===== config.mk =====
export PLATFORM = sky130hd
export DESIGN_NAME = ase_front_end
export DESIGN_NICKNAME = d
export VERILOG_FILES = /design/src/ase_pkg.sv /design/src/ase_front_end.sv
export SDC_FILE = /design/constraint.sdc
export NUM_CORES = 1
export LEC_CHECK = 0
export BUFFER_PORTS_ARGS = -buffer_cell sky130_fd_sc_hd__buf_2
export CAP_MARGIN = 20
export CORE_MARGIN = 2
export CORE_UTILIZATION = 61
export DETAILED_ROUTE_END_ITERATION = 8
export GPL_ROUTABILITY_DRIVEN = 1
export GPL_TIMING_DRIVEN = 0
export PLACE_DENSITY = 0.85
export SKIP_LAST_GASP = 1
export SYNTH_ARGS = -nofsm -noshare
export SYNTH_HDL_FRONTEND = slang
export SYNTH_SLANG_ARGS = --single-unit
export TNS_END_PERCENT = 20

===== constraint.sdc =====
create_clock -name CLK_I -period 6.1 [get_ports CLK_I]
set_clock_uncertainty 0.1 [all_clocks]
set_input_delay 0.61 -clock CLK_I [delete_from_list [all_inputs] [get_ports CLK_I]]
set_output_delay 0.61 -clock CLK_I [all_outputs]
set_load 0.01 [all_outputs]

===== src/ase_pkg.sv =====
// Constants shared by the ALU front end: microword fields, register map, reset values
package ase_pkg;

  // Datapath geometry
  localparam int unsigned DATA_W = 16;
  localparam int unsigned AMT_W = 4;
  localparam int unsigned STK_DEPTH = 16;
  localparam int unsigned STK_AW = 4;
  localparam int unsigned MIR_W = 24;

  // Microinstruction field positions
  localparam int unsigned MIR_AMT_LSB = 8;
  localparam int unsigned MIR_AMT_MSB = 11;
  localparam int unsigned MIR_STACK_DIR = 13;
  localparam int unsigned MIR_MASK_FILL = 19;
  localparam int unsigned MIR_AMT_SRC = 20;

  // Opcode nibble forcing: bits cleared when an opcode byte goes to the ALU
  localparam int unsigned OPC_CLR_LSB = 4;
  localparam int unsigned OPC_CLR_MSB = 7;

  // Stack adder operands and reset values
  localparam logic [STK_AW-1:0] STK_E_PUSH = 4'hF;
  localparam logic [STK_AW-1:0] STK_E_IDLE = 4'h0;
  localparam logic [STK_AW-1:0] STK_PTR_RST = 4'hF;
  localparam logic [AMT_W-1:0] SHCNT_RST = 4'h0;

  // Register map, byte addresses on the AHB-Lite port
  localparam logic [7:0] REG_SHIFT_COUNT = 8'h00;
  localparam logic [7:0] REG_STACK_STATUS = 8'h04;
  localparam int unsigned ADDR_W = 8;

  // Status layout
  localparam int unsigned STAT_PTR_LSB = 0;
  localparam int unsigned STAT_EMPTY_BIT = 4;

  // AHB-Lite encodings
  localparam logic [1:0] HTRANS_NONSEQ = 2'h2;
  localparam logic [1:0] HTRANS_SEQ = 2'h3;
  localparam logic [2:0] HSIZE_WORD = 3'h2;

endpackage


===== src/ase_front_end.sv =====
// ALU front end: end-around rotator, mask fill, opcode nibble gate, evaluation stack
// Notes on behaviour
// - Rotate the 16-bit bus word end-around by 0..15; zero passes unchanged.
// - Each step moves bits toward the LSB; the bottom bit re-enters on top.
// - Two cascaded stages: 0..3 positions, then 0, 4, 8 or 12.
// - Four-bit amount: low pair drives stage one, high pair stage two.
// - Microword bit 20 high picks the count register, low picks bits 8..11.
// - Count register loads from the data bus when it is the bus destination.
// - Microword bit 19 forces the top N output bits to one, N the amount.
// - Opcode byte to the ALU keeps only its low nibble; bits 7..4 go zero.
// - Operand bus: rotator when ALU is destination, otherwise stack output.
// - Stack write data is always the slice output.
// - Sixteen 16-bit stack words; slice top register makes seventeen levels.
// - Stack grows downward: push lowers the address, pop raises it.
// - Pop reads the pointed word unmodified; pointer increments at cycle end.
// - Push when bit 13 and ALU select are low; address is pointer plus 1111.
// - Write pulse only during a push, storing slice output at decremented address.
// - Push decrements pointer at cycle end to the adder's value.
// - Empty is adder carry with carry in true; outside push means pointer 1111.
// - No overflow detection; only empty is provided.
// - Controls settle early; all state captured at the end of each microcycle.
`timescale 1ns/10ps
`default_nettype none

module ase_front_end
  import ase_pkg::*;
(
  // Clock and reset
  input wire logic CLK_I,
  input wire logic RESETN_I,
  // Microprogram control
  input wire logic [MIR_W-1:0] MICROINSTRUCTION_WORD_I,
  input wire logic ALU_BUS_DEST_SEL_N_I,
  input wire logic SHIFT_COUNT_DEST_SEL_N_I,
  input wire logic OPCODE_SOURCE_SEL_N_I,
  input wire logic STACK_OP_ENABLE_I,
  // Data paths
  input wire logic [DATA_W-1:0] DATA_BUS_I,
  input wire logic [DATA_W-1:0] SLICE_RESULT_I,
  output logic [DATA_W-1:0] DIRECT_OPERAND_BUS_O,
  output logic STACK_EMPTY_O,
  output logic STACK_WRITE_O,
  output logic [STK_AW-1:0] STACK_ADDR_O,
  // AHB-Lite slave
  input wire logic HSEL,
  input wire logic [31:0] HADDR,
  input wire logic [1:0] HTRANS,
  input wire logic HWRITE,
  input wire logic [2:0] HSIZE,
  input wire logic [31:0] HWDATA,
  input wire logic HREADY,
  output logic [31:0] HRDATA,
  output logic HREADYOUT,
  output logic HRESP
);

  // Rotate toward the LSB, bits leaving the bottom re-enter at the top
  function automatic logic [DATA_W-1:0] ase_rotr(input logic [DATA_W-1:0] x,
                                                 input logic [AMT_W-1:0] n);
    logic [2*DATA_W-1:0] dbl;
    dbl = {x, x} >> n;
    return dbl[DATA_W-1:0];
  endfunction

  // State
  logic [AMT_W-1:0] shift_count_ff, nxt_shift_count;
  logic [STK_AW-1:0] stack_ptr_ff, nxt_stack_ptr;
  logic [DATA_W-1:0] stack_mem [STK_DEPTH];
  logic [31:0] hrdata_ff, nxt_hrdata;
  logic wr_pend_ff, nxt_wr_pend;
  logic [ADDR_W-1:0] wr_addr_ff, nxt_wr_addr;

  // Decoded controls
  logic alu_dest;
  logic mask_fill_enable;
  logic shift_amount_source_sel;
  logic stack_direction_bit;
  logic [AMT_W-1:0] rot_amt;
  logic [DATA_W-1:0] stage1, stage2, shaped;
  logic do_push, do_pop;
  logic [STK_AW-1:0] stk_e;
  logic [STK_AW:0] adder_sum;
  logic [STK_AW:0] empty_sum;
  logic [STK_AW-1:0] stack_addr;

  assign alu_dest = ~ALU_BUS_DEST_SEL_N_I;
  assign mask_fill_enable = MICROINSTRUCTION_WORD_I[MIR_MASK_FILL];
  assign shift_amount_source_sel = MICROINSTRUCTION_WORD_I[MIR_AMT_SRC];
  assign stack_direction_bit = MICROINSTRUCTION_WORD_I[MIR_STACK_DIR];

  // Amount mux between count register and immediate field
  assign rot_amt = shift_amount_source_sel ? shift_count_ff :
                   MICROINSTRUCTION_WORD_I[MIR_AMT_MSB:MIR_AMT_LSB];

  // Two cascaded rotate stages; fine pair first, groups of four second
  always_comb begin
    stage1 = ase_rotr(DATA_BUS_I, {2'b00, rot_amt[1:0]});
    stage2 = ase_rotr(stage1, {rot_amt[3:2], 2'b00});
    shaped = stage2;
    if (mask_fill_enable) begin
      // Top N bits set from the MSB end; N of zero leaves data alone
      shaped = stage2 | ~({DATA_W{1'b1}} >> rot_amt);
    end
    if (!OPCODE_SOURCE_SEL_N_I && alu_dest) begin
      shaped[OPC_CLR_MSB:OPC_CLR_LSB] = '0;
    end
  end

  // Stack operation decode; bit 13 high means no stack traffic
  assign do_push = STACK_OP_ENABLE_I && !stack_direction_bit && alu_dest;
  assign do_pop = STACK_OP_ENABLE_I && !stack_direction_bit && !alu_dest;

  // Address adder: E operand is 1111 only during push, so push sees pointer-1
  always_comb begin
    stk_e = do_push ? STK_E_PUSH : STK_E_IDLE;
    adder_sum = {1'b0, stack_ptr_ff} + {1'b0, stk_e};
    stack_addr = adder_sum[STK_AW-1:0];
    // Carry out with carry in true; only pointer 1111 carries outside a push
    empty_sum = {1'b0, stack_ptr_ff} + {1'b0, stk_e} + {{STK_AW{1'b0}}, 1'b1};
  end

  // Operand bus: rotator for ALU destination, else the stack word (unmodified)
  assign DIRECT_OPERAND_BUS_O = alu_dest ? shaped : stack_mem[stack_addr];
  assign STACK_EMPTY_O = empty_sum[STK_AW];
  // No overflow flag: pointer simply wraps
  assign STACK_WRITE_O = do_push;
  assign STACK_ADDR_O = stack_addr;

  // Next pointer: wraps modulo 16 on both directions
  always_comb begin
    nxt_stack_ptr = stack_ptr_ff;
    if (do_push) begin
      nxt_stack_ptr = adder_sum[STK_AW-1:0];
    end else if (do_pop) begin
      nxt_stack_ptr = stack_ptr_ff + 4'h1;
    end
  end

  // Pointer register, captured at the end of the microcycle
  always_ff @(posedge CLK_I or negedge RESETN_I) begin
    if (!RESETN_I) begin
      stack_ptr_ff <= STK_PTR_RST;
    end else begin
      stack_ptr_ff <= nxt_stack_ptr;
    end
  end

  // Stack storage; write data is the slice output regardless of bus owner
  always_ff @(posedge CLK_I) begin
    if (do_push) begin
      stack_mem[stack_addr] <= SLICE_RESULT_I;
    end
  end

  // AHB-Lite address phase qualification
  logic ahb_take;
  logic ahb_word_ok;
  assign ahb_take = HSEL && HREADY && (HTRANS == HTRANS_NONSEQ || HTRANS == HTRANS_SEQ);
  assign ahb_word_ok = HSIZE == HSIZE_WORD;

  // Bus next state: read data latched at the address phase, write at data phase
  always_comb begin
    nxt_hrdata = hrdata_ff;
    nxt_wr_pend = 1'b0;
    nxt_wr_addr = wr_addr_ff;
    if (ahb_take) begin
      nxt_hrdata = '0;
      if (HWRITE) begin
        nxt_wr_pend = ahb_word_ok;
        nxt_wr_addr = HADDR[ADDR_W-1:0];
      end else begin
        unique case (HADDR[ADDR_W-1:0])
          REG_SHIFT_COUNT: nxt_hrdata[AMT_W-1:0] = shift_count_ff;
          REG_STACK_STATUS: begin
            nxt_hrdata[STAT_PTR_LSB +: STK_AW] = stack_ptr_ff;
            nxt_hrdata[STAT_EMPTY_BIT] = STACK_EMPTY_O;
          end
          default: nxt_hrdata = '0;
        endcase
      end
    end
  end

  // Count register: microcode load wins over a same-cycle software write
  always_comb begin
    nxt_shift_count = shift_count_ff;
    if (wr_pend_ff && wr_addr_ff == REG_SHIFT_COUNT) begin
      nxt_shift_count = HWDATA[AMT_W-1:0];
    end
    if (!SHIFT_COUNT_DEST_SEL_N_I) begin
      nxt_shift_count = DATA_BUS_I[AMT_W-1:0];
    end
  end

  // Register bank
  always_ff @(posedge CLK_I or negedge RESETN_I) begin
    if (!RESETN_I) begin
      shift_count_ff <= SHCNT_RST;
      hrdata_ff <= '0;
      wr_pend_ff <= 1'b0;
      wr_addr_ff <= '0;
    end else begin
      shift_count_ff <= nxt_shift_count;
      hrdata_ff <= nxt_hrdata;
      wr_pend_ff <= nxt_wr_pend;
      wr_addr_ff <= nxt_wr_addr;
    end
  end

  // Zero wait states, always OKAY
  assign HRDATA = hrdata_ff;
  assign HREADYOUT = 1'b1;
  assign HRESP = 1'b0;

  // Helper: reference rotation from the raw formula
  logic [2*DATA_W-1:0] ref_dbl;
  assign ref_dbl = {DATA_BUS_I, DATA_BUS_I} >> rot_amt;

  // Helper: per-stage references, so a miswired select pair shows up on its own
  logic [2*DATA_W-1:0] ref_fine_dbl;
  logic [2*DATA_W-1:0] ref_coarse_dbl;
  assign ref_fine_dbl = {DATA_BUS_I, DATA_BUS_I} >> rot_amt[1:0];
  assign ref_coarse_dbl = {stage1, stage1} >> {rot_amt[3:2], 2'b00};

  a_rotate_exact: assert property (@(posedge CLK_I) disable iff (!RESETN_I)
    (alu_dest && !mask_fill_enable && OPCODE_SOURCE_SEL_N_I) |->
      DIRECT_OPERAND_BUS_O == ref_dbl[DATA_W-1:0])
    else $error("rotator output wrong");

  a_zero_passes: assert property (@(posedge CLK_I) disable iff (!RESETN_I)
    (alu_dest && rot_amt == 4'h0 && OPCODE_SOURCE_SEL_N_I) |->
      DIRECT_OPERAND_BUS_O == DATA_BUS_I)
    else $error("zero rotate altered data");

  a_mask_top_ones: assert property (@(posedge CLK_I) disable iff (!RESETN_I)
    (alu_dest && mask_fill_enable && OPCODE_SOURCE_SEL_N_I && DATA_BUS_I == 16'h0000
     && rot_amt == 4'h7) |-> DIRECT_OPERAND_BUS_O == 16'hFE00)
    else $error("mask fill wrong");

  a_opcode_nibble: assert property (@(posedge CLK_I) disable iff (!RESETN_I)
    (alu_dest && !OPCODE_SOURCE_SEL_N_I) |->
      DIRECT_OPERAND_BUS_O[OPC_CLR_MSB:OPC_CLR_LSB] == 4'h0)
    else $error("opcode upper nibble not cleared");

  a_count_load: assert property (@(posedge CLK_I) disable iff (!RESETN_I)
    !SHIFT_COUNT_DEST_SEL_N_I |=> shift_count_ff == $past(DATA_BUS_I[AMT_W-1:0]))
    else $error("count register did not load");

  a_push_then_read: assert property (@(posedge CLK_I) disable iff (!RESETN_I)
    do_push ##1 !alu_dest |->
      DIRECT_OPERAND_BUS_O == $past(SLICE_RESULT_I))
    else $error("pushed word not on top");

  a_push_ptr_dec: assert property (@(posedge CLK_I) disable iff (!RESETN_I)
    do_push |=> stack_ptr_ff == $past(stack_ptr_ff) - 4'h1)
    else $error("push did not decrement pointer");

  a_pop_ptr_inc: assert property (@(posedge CLK_I) disable iff (!RESETN_I)
    do_pop |-> (STACK_ADDR_O == stack_ptr_ff) ##1 stack_ptr_ff == $past(stack_ptr_ff) + 4'h1)
    else $error("pop address or increment wrong");

  a_write_only_push: assert property (@(posedge CLK_I) disable iff (!RESETN_I)
    STACK_WRITE_O |-> (STACK_OP_ENABLE_I && alu_dest && !stack_direction_bit))
    else $error("write pulse outside push");

  a_empty_flag: assert property (@(posedge CLK_I) disable iff (!RESETN_I)
    !do_push |-> STACK_EMPTY_O == (stack_ptr_ff == 4'hF))
    else $error("empty flag wrong");

  // Rotator stages checked one at a time
  a_stage_fine: assert property (@(posedge CLK_I) disable iff (!RESETN_I)
    stage1 == ref_fine_dbl[DATA_W-1:0])
    else $error("first rotate stage wrong");

  a_stage_coarse: assert property (@(posedge CLK_I) disable iff (!RESETN_I)
    stage2 == ref_coarse_dbl[DATA_W-1:0])
    else $error("second rotate stage wrong");

  a_lsb_reenters: assert property (@(posedge CLK_I) disable iff (!RESETN_I)
    (alu_dest && !mask_fill_enable && OPCODE_SOURCE_SEL_N_I && rot_amt == 4'h1) |->
      DIRECT_OPERAND_BUS_O == {DATA_BUS_I[0], DATA_BUS_I[DATA_W-1:1]})
    else $error("bottom bit did not re-enter on top");

  a_rot_by_eight: assert property (@(posedge CLK_I) disable iff (!RESETN_I)
    (alu_dest && !mask_fill_enable && OPCODE_SOURCE_SEL_N_I && rot_amt == 4'h8) |->
      DIRECT_OPERAND_BUS_O == {DATA_BUS_I[DATA_W/2-1:0], DATA_BUS_I[DATA_W-1:DATA_W/2]})
    else $error("rotate by eight wrong");

  // Mask fill: top bits only when the microword asks for it
  a_mask_full: assert property (@(posedge CLK_I) disable iff (!RESETN_I)
    (alu_dest && mask_fill_enable && OPCODE_SOURCE_SEL_N_I && rot_amt == 4'hF) |->
      DIRECT_OPERAND_BUS_O[DATA_W-1:1] == '1)
    else $error("full mask not generated");

  a_no_fill_off: assert property (@(posedge CLK_I) disable iff (!RESETN_I)
    (alu_dest && !mask_fill_enable && OPCODE_SOURCE_SEL_N_I && DATA_BUS_I == '0) |->
      DIRECT_OPERAND_BUS_O == '0)
    else $error("ones appeared without mask fill");

  // Opcode gate: low nibble and upper byte pass, bits 7..4 cleared
  a_opcode_low_kept: assert property (@(posedge CLK_I) disable iff (!RESETN_I)
    (alu_dest && !OPCODE_SOURCE_SEL_N_I && !mask_fill_enable && rot_amt == 4'h0) |->
      DIRECT_OPERAND_BUS_O[OPC_CLR_LSB-1:0] == DATA_BUS_I[OPC_CLR_LSB-1:0])
    else $error("opcode low nibble lost");

  a_opcode_high_pass: assert property (@(posedge CLK_I) disable iff (!RESETN_I)
    (alu_dest && !OPCODE_SOURCE_SEL_N_I && !mask_fill_enable && rot_amt == 4'h0) |->
      DIRECT_OPERAND_BUS_O[DATA_W-1:OPC_CLR_MSB+1] == DATA_BUS_I[DATA_W-1:OPC_CLR_MSB+1])
    else $error("opcode gate touched upper byte");

  // Amount source selection
  a_amt_from_field: assert property (@(posedge CLK_I) disable iff (!RESETN_I)
    !shift_amount_source_sel |->
      rot_amt == MICROINSTRUCTION_WORD_I[MIR_AMT_MSB:MIR_AMT_LSB])
    else $error("immediate amount not used");

  a_amt_from_count: assert property (@(posedge CLK_I) disable iff (!RESETN_I)
    shift_amount_source_sel |-> rot_amt == shift_count_ff)
    else $error("count register amount not used");

  a_shifter_drives_bus: assert property (@(posedge CLK_I) disable iff (!RESETN_I)
    alu_dest |-> DIRECT_OPERAND_BUS_O == shaped)
    else $error("operand bus not from rotator");

  // Push side of the stack
  a_push_write_data: assert property (@(posedge CLK_I) disable iff (!RESETN_I)
    do_push |=> stack_mem[$past(stack_addr)] == $past(SLICE_RESULT_I))
    else $error("slice output not stored on push");

  a_push_addr_below: assert property (@(posedge CLK_I) disable iff (!RESETN_I)
    do_push |-> STACK_ADDR_O == stack_ptr_ff - 4'h1)
    else $error("push address not below pointer");

  a_push_new_top: assert property (@(posedge CLK_I) disable iff (!RESETN_I)
    do_push |=> stack_ptr_ff == $past(STACK_ADDR_O))
    else $error("pointer not at pushed word");

  a_push_write_pulse: assert property (@(posedge CLK_I) disable iff (!RESETN_I)
    do_push |-> STACK_WRITE_O)
    else $error("push without write pulse");

  a_push_empty_set: assert property (@(posedge CLK_I) disable iff (!RESETN_I)
    do_push |-> STACK_EMPTY_O)
    else $error("adder carry missing during push");

  // Pointer holds without a stack operation and wraps past the top
  a_idle_ptr_hold: assert property (@(posedge CLK_I) disable iff (!RESETN_I)
    (!do_push && !do_pop) |=> stack_ptr_ff == $past(stack_ptr_ff))
    else $error("pointer moved without stack op");

  a_pop_ptr_wrap: assert property (@(posedge CLK_I) disable iff (!RESETN_I)
    (do_pop && stack_ptr_ff == STK_PTR_RST) |=> stack_ptr_ff == '0)
    else $error("pointer did not wrap");

  // Count register: holds unless loaded by microcode or software
  a_count_hold: assert property (@(posedge CLK_I) disable iff (!RESETN_I)
    (SHIFT_COUNT_DEST_SEL_N_I && !(wr_pend_ff && wr_addr_ff == REG_SHIFT_COUNT)) |=>
      shift_count_ff == $past(shift_count_ff))
    else $error("count register changed unasked");

  a_sw_count_load: assert property (@(posedge CLK_I) disable iff (!RESETN_I)
    (wr_pend_ff && wr_addr_ff == REG_SHIFT_COUNT && SHIFT_COUNT_DEST_SEL_N_I) |=>
      shift_count_ff == $past(HWDATA[AMT_W-1:0]))
    else $error("software count write lost");

  a_status_read: assert property (@(posedge CLK_I) disable iff (!RESETN_I)
    (ahb_take && !HWRITE && HADDR[ADDR_W-1:0] == REG_STACK_STATUS) |=>
      (HRDATA[STAT_EMPTY_BIT] == $past(STACK_EMPTY_O)
       && HRDATA[STAT_PTR_LSB +: STK_AW] == $past(stack_ptr_ff)))
    else $error("status read data wrong");

endmodule

`default_nettype wire


==> out/qor.txt <==
P&R area growth vs syn: 16.9%
RSZ-0062 raised after global routing: no
Post-CTS Setup Inserts: 0
Reg2Reg Depth: 11
number of H-tree levels: 1
Setup CP Type: input port to primary output
Detailed Place HPWL: 20.3 mm
crit start category: input port
Sink Count: 278
Comb pwr share: 29.4%
first drt pass iteration count: 5
initial antenna violation count: 1
Mapped Cells: 687
synthesis-stage register bit count: 278
I/O Buffers: 85
maximum net fanout on the critical path: 10
Initial Util: 61.6%
grt total ovfl: 0
switch share: 30.5%
layout cells sized above 1: 35.9%
# fillers: 1163
most used flip-flop cell after synthesis: edfxtp_1
I/O pin count: 190
worst-margin pin slew: 778 ps
CORE AREA: 0.0201 mm^2
max-slew violation count: 0
post-layout minimum cycle time: 4790 ps
clock tree root driver cell: clkbuf_16
CTS tree: yes
Internal Pwr Total: 3730 uW
deepest clock path buffer count: 3
Reg clk slew, reported paths: 60 ps
worst endpoint required time: 5390 ps
drt drc: 0
part of the cycle the worst path needs: 78.5%
leakage: 0.00524 uW
final hold viol count: 0
Clk pwr share: 29.7%
worst setup margin: 1310 ps
detailed-route via count: 7371
Slew HR: 48.1%
antenna viol nets, final: 0
Worst Hold Depth: 2
WL per Instance: 27.3 um
Sequential Area: 0.00824 mm^2
PD cells: 370 mW/mm^2
CTS resizes: 0
first-pass GRT wire length: 46.3 mm
Avg Inst Size Synth: 18.0 um^2
most frequent cells in the layout: edfxtp_1, buf_2, mux4_2
sequential share of power: 40.9%
placed inst area: 0.0136 mm^2
RR Endpoint: stack_mem[10][5]$_DFFE_PP_
WHS Endpoint: wr_pend_ff$_DFF_PN0_
Num CTS Buffers: 27
Final nets: 982
Mapped Area: 0.0124 mm^2
Ys Warns: 0
Setup crit end kind: primary output
Cell variety after synth: 54
Setup violations, final: 0
Core Util, Final: 72.0%
Sum Neg Setup Slack: 0 ps
vias in the first global route: 7503
number of hold buffers added after cts: 1
area of the multi-input gates: 0.00383 mm^2
pre-CTS setup slack: 1350 ps
GPL Wtd Cong: 0.893
outcome: complete, no violations
chip width: 146 um
asr flop ratio synth: 7.91%
Iteration-0 DRC Markers: 780
hold wc startpoint: HSIZE[0]
EDFF count, synth: 256
Fmax: 209 MHz
P_sw: 1640 uW
Vias/cell: 6.51
Die Y: 146 um
DIE AREA: 0.0215 mm^2
Worst Path Arrival: 4080 ps
Seq/Total Area, Yosys: 66.6%
Inserted Diodes: 0
most common cell after layout, fill and taps aside: edfxtp_1
Total GRT Usage: 29.1%
final WL: 31.0 mm
fin area: 0.0145 mm^2
class of the worst hold path: input port to flip-flop
clk_lat worst skew: 520 ps
reg2reg start: stack_ptr_ff[0]$_DFFE_PN1P_
max-cap violations: 0
maximum number of pins on one net before global-route repair: 23
PnR Total Power: 5360 uW
Site Rows: 52
Worst VDD drop: 0.277 mV
R2R setup slack: 2460 ps
-- per-stage QoR --
stage                     cells  hold slack (ps)
final                      1133              147
after global routing       1133              141
after CTS                  1133              138
after detailed placement   1085              382
after global placement     1069              357
after floorplan             714              214
-- power groups by stage --
stage / Clock, uW / Combinational [uW] / Sequential (uW)
after global routing: 1670 / 1660 / 2190
after floorplan: 0 / 1040 / 2220
after CTS: 1610 / 1560 / 2190
final: 1590 / 1580 / 2190
after global placement: 0 / 1440 / 2220
after detailed placement: 0 / 1520 / 2230
-- layout make-up --
type / instances / share of cell area, %
plain buffers: 67 / 2.94
flip-flops and latches: 278 / 57.0
clock inverters: 18 / 1.05
multi-input cells: 363 / 26.5
repair buffers: 102 / 5.36
inverters: 6 / 0.156
clock buffers: 29 / 4.72
well taps: 270 / 2.33
-- worst max path at each step --
| stage | endpoint | startpoint | slack [ps] | cells after the start |
|---|---|---|---|---|
| after floorplan | DIRECT_OPERAND_BUS_O[12] | MICROINSTRUCTION_WORD_I[13] | 2170 | 11 |
| after global placement | stack_mem[0][5]$_DFFE_PP_ | MICROINSTRUCTION_WORD_I[13] | 1090 | 14 |
| after CTS | DIRECT_OPERAND_BUS_O[8] | MICROINSTRUCTION_WORD_I[13] | 1320 | 13 |
| after detailed placement | DIRECT_OPERAND_BUS_O[5] | MICROINSTRUCTION_WORD_I[13] | 1350 | 14 |
| after global routing | DIRECT_OPERAND_BUS_O[8] | MICROINSTRUCTION_WORD_I[13] | 1170 | 13 |
| final | DIRECT_OPERAND_BUS_O[0] | MICROINSTRUCTION_WORD_I[13] | 1310 | 14 |
-- kinds of logic after synthesis --
group	after synthesis	synth area share (%)
compound gates	61	3.21
xor+xnor	6	0.576
fa+ha+maj	3	0.303
buf+inv	73	3.62
flops	278	66.6
mux	168	22.1
other cells	2	0.0606
simple gates	96	3.58
-- registers in the layout, indices dropped and copies added (netlist names) --
signal,flops
wr_pend_ff,1
stack_mem,256
HRDATA,5
stack_ptr_ff,4
shift_count_ff,4
wr_addr_ff,8
-- Yosys cell counts (7+ instances only) --
| library cell | number | area (um^2) |
|---|---|---|
| clkbuf_1 | 16 | 60.1 |
| mux2i_1 | 68 | 681 |
| edfxtp_1 | 256 | 7690 |
| mux4_2 | 79 | 1780 |
| mux2_2 | 10 | 113 |
| buf_4 | 31 | 233 |
| a21oi_1 | 24 | 120 |
| mux2_1 | 7 | 78.8 |
| buf_2 | 13 | 65.1 |
| dfrtp_1 | 18 | 450 |
| nand2_1 | 33 | 124 |
| nor2_1 | 34 | 128 |
| nor3_1 | 7 | 35.0 |
| o21ai_0 | 8 | 40.0 |
-- worst max-delay path, stage by stage --
cell and delay (ps):
buf_2 90, nand2b_1 130, buf_4 170, or2_4 250
inv_2 150, xor2_1 90, ha_1 310, clkbuf_1 360
clkbuf_1 610, mux4_2 350, mux2i_1 70, mux2_1 400
a21oi_1 290, buf_2 190
-- per-layer routing --
metal  global-route usage (%)  vias up  routed length [um]
met1                     38.9     3760               11200
met2                     49.2      488               15700
met4                     9.32        2                 810
li1                         -     3044                   -
met3                     5.72       77                3180
met5                        0        -                  13
(Power assumes the default switching activity.)
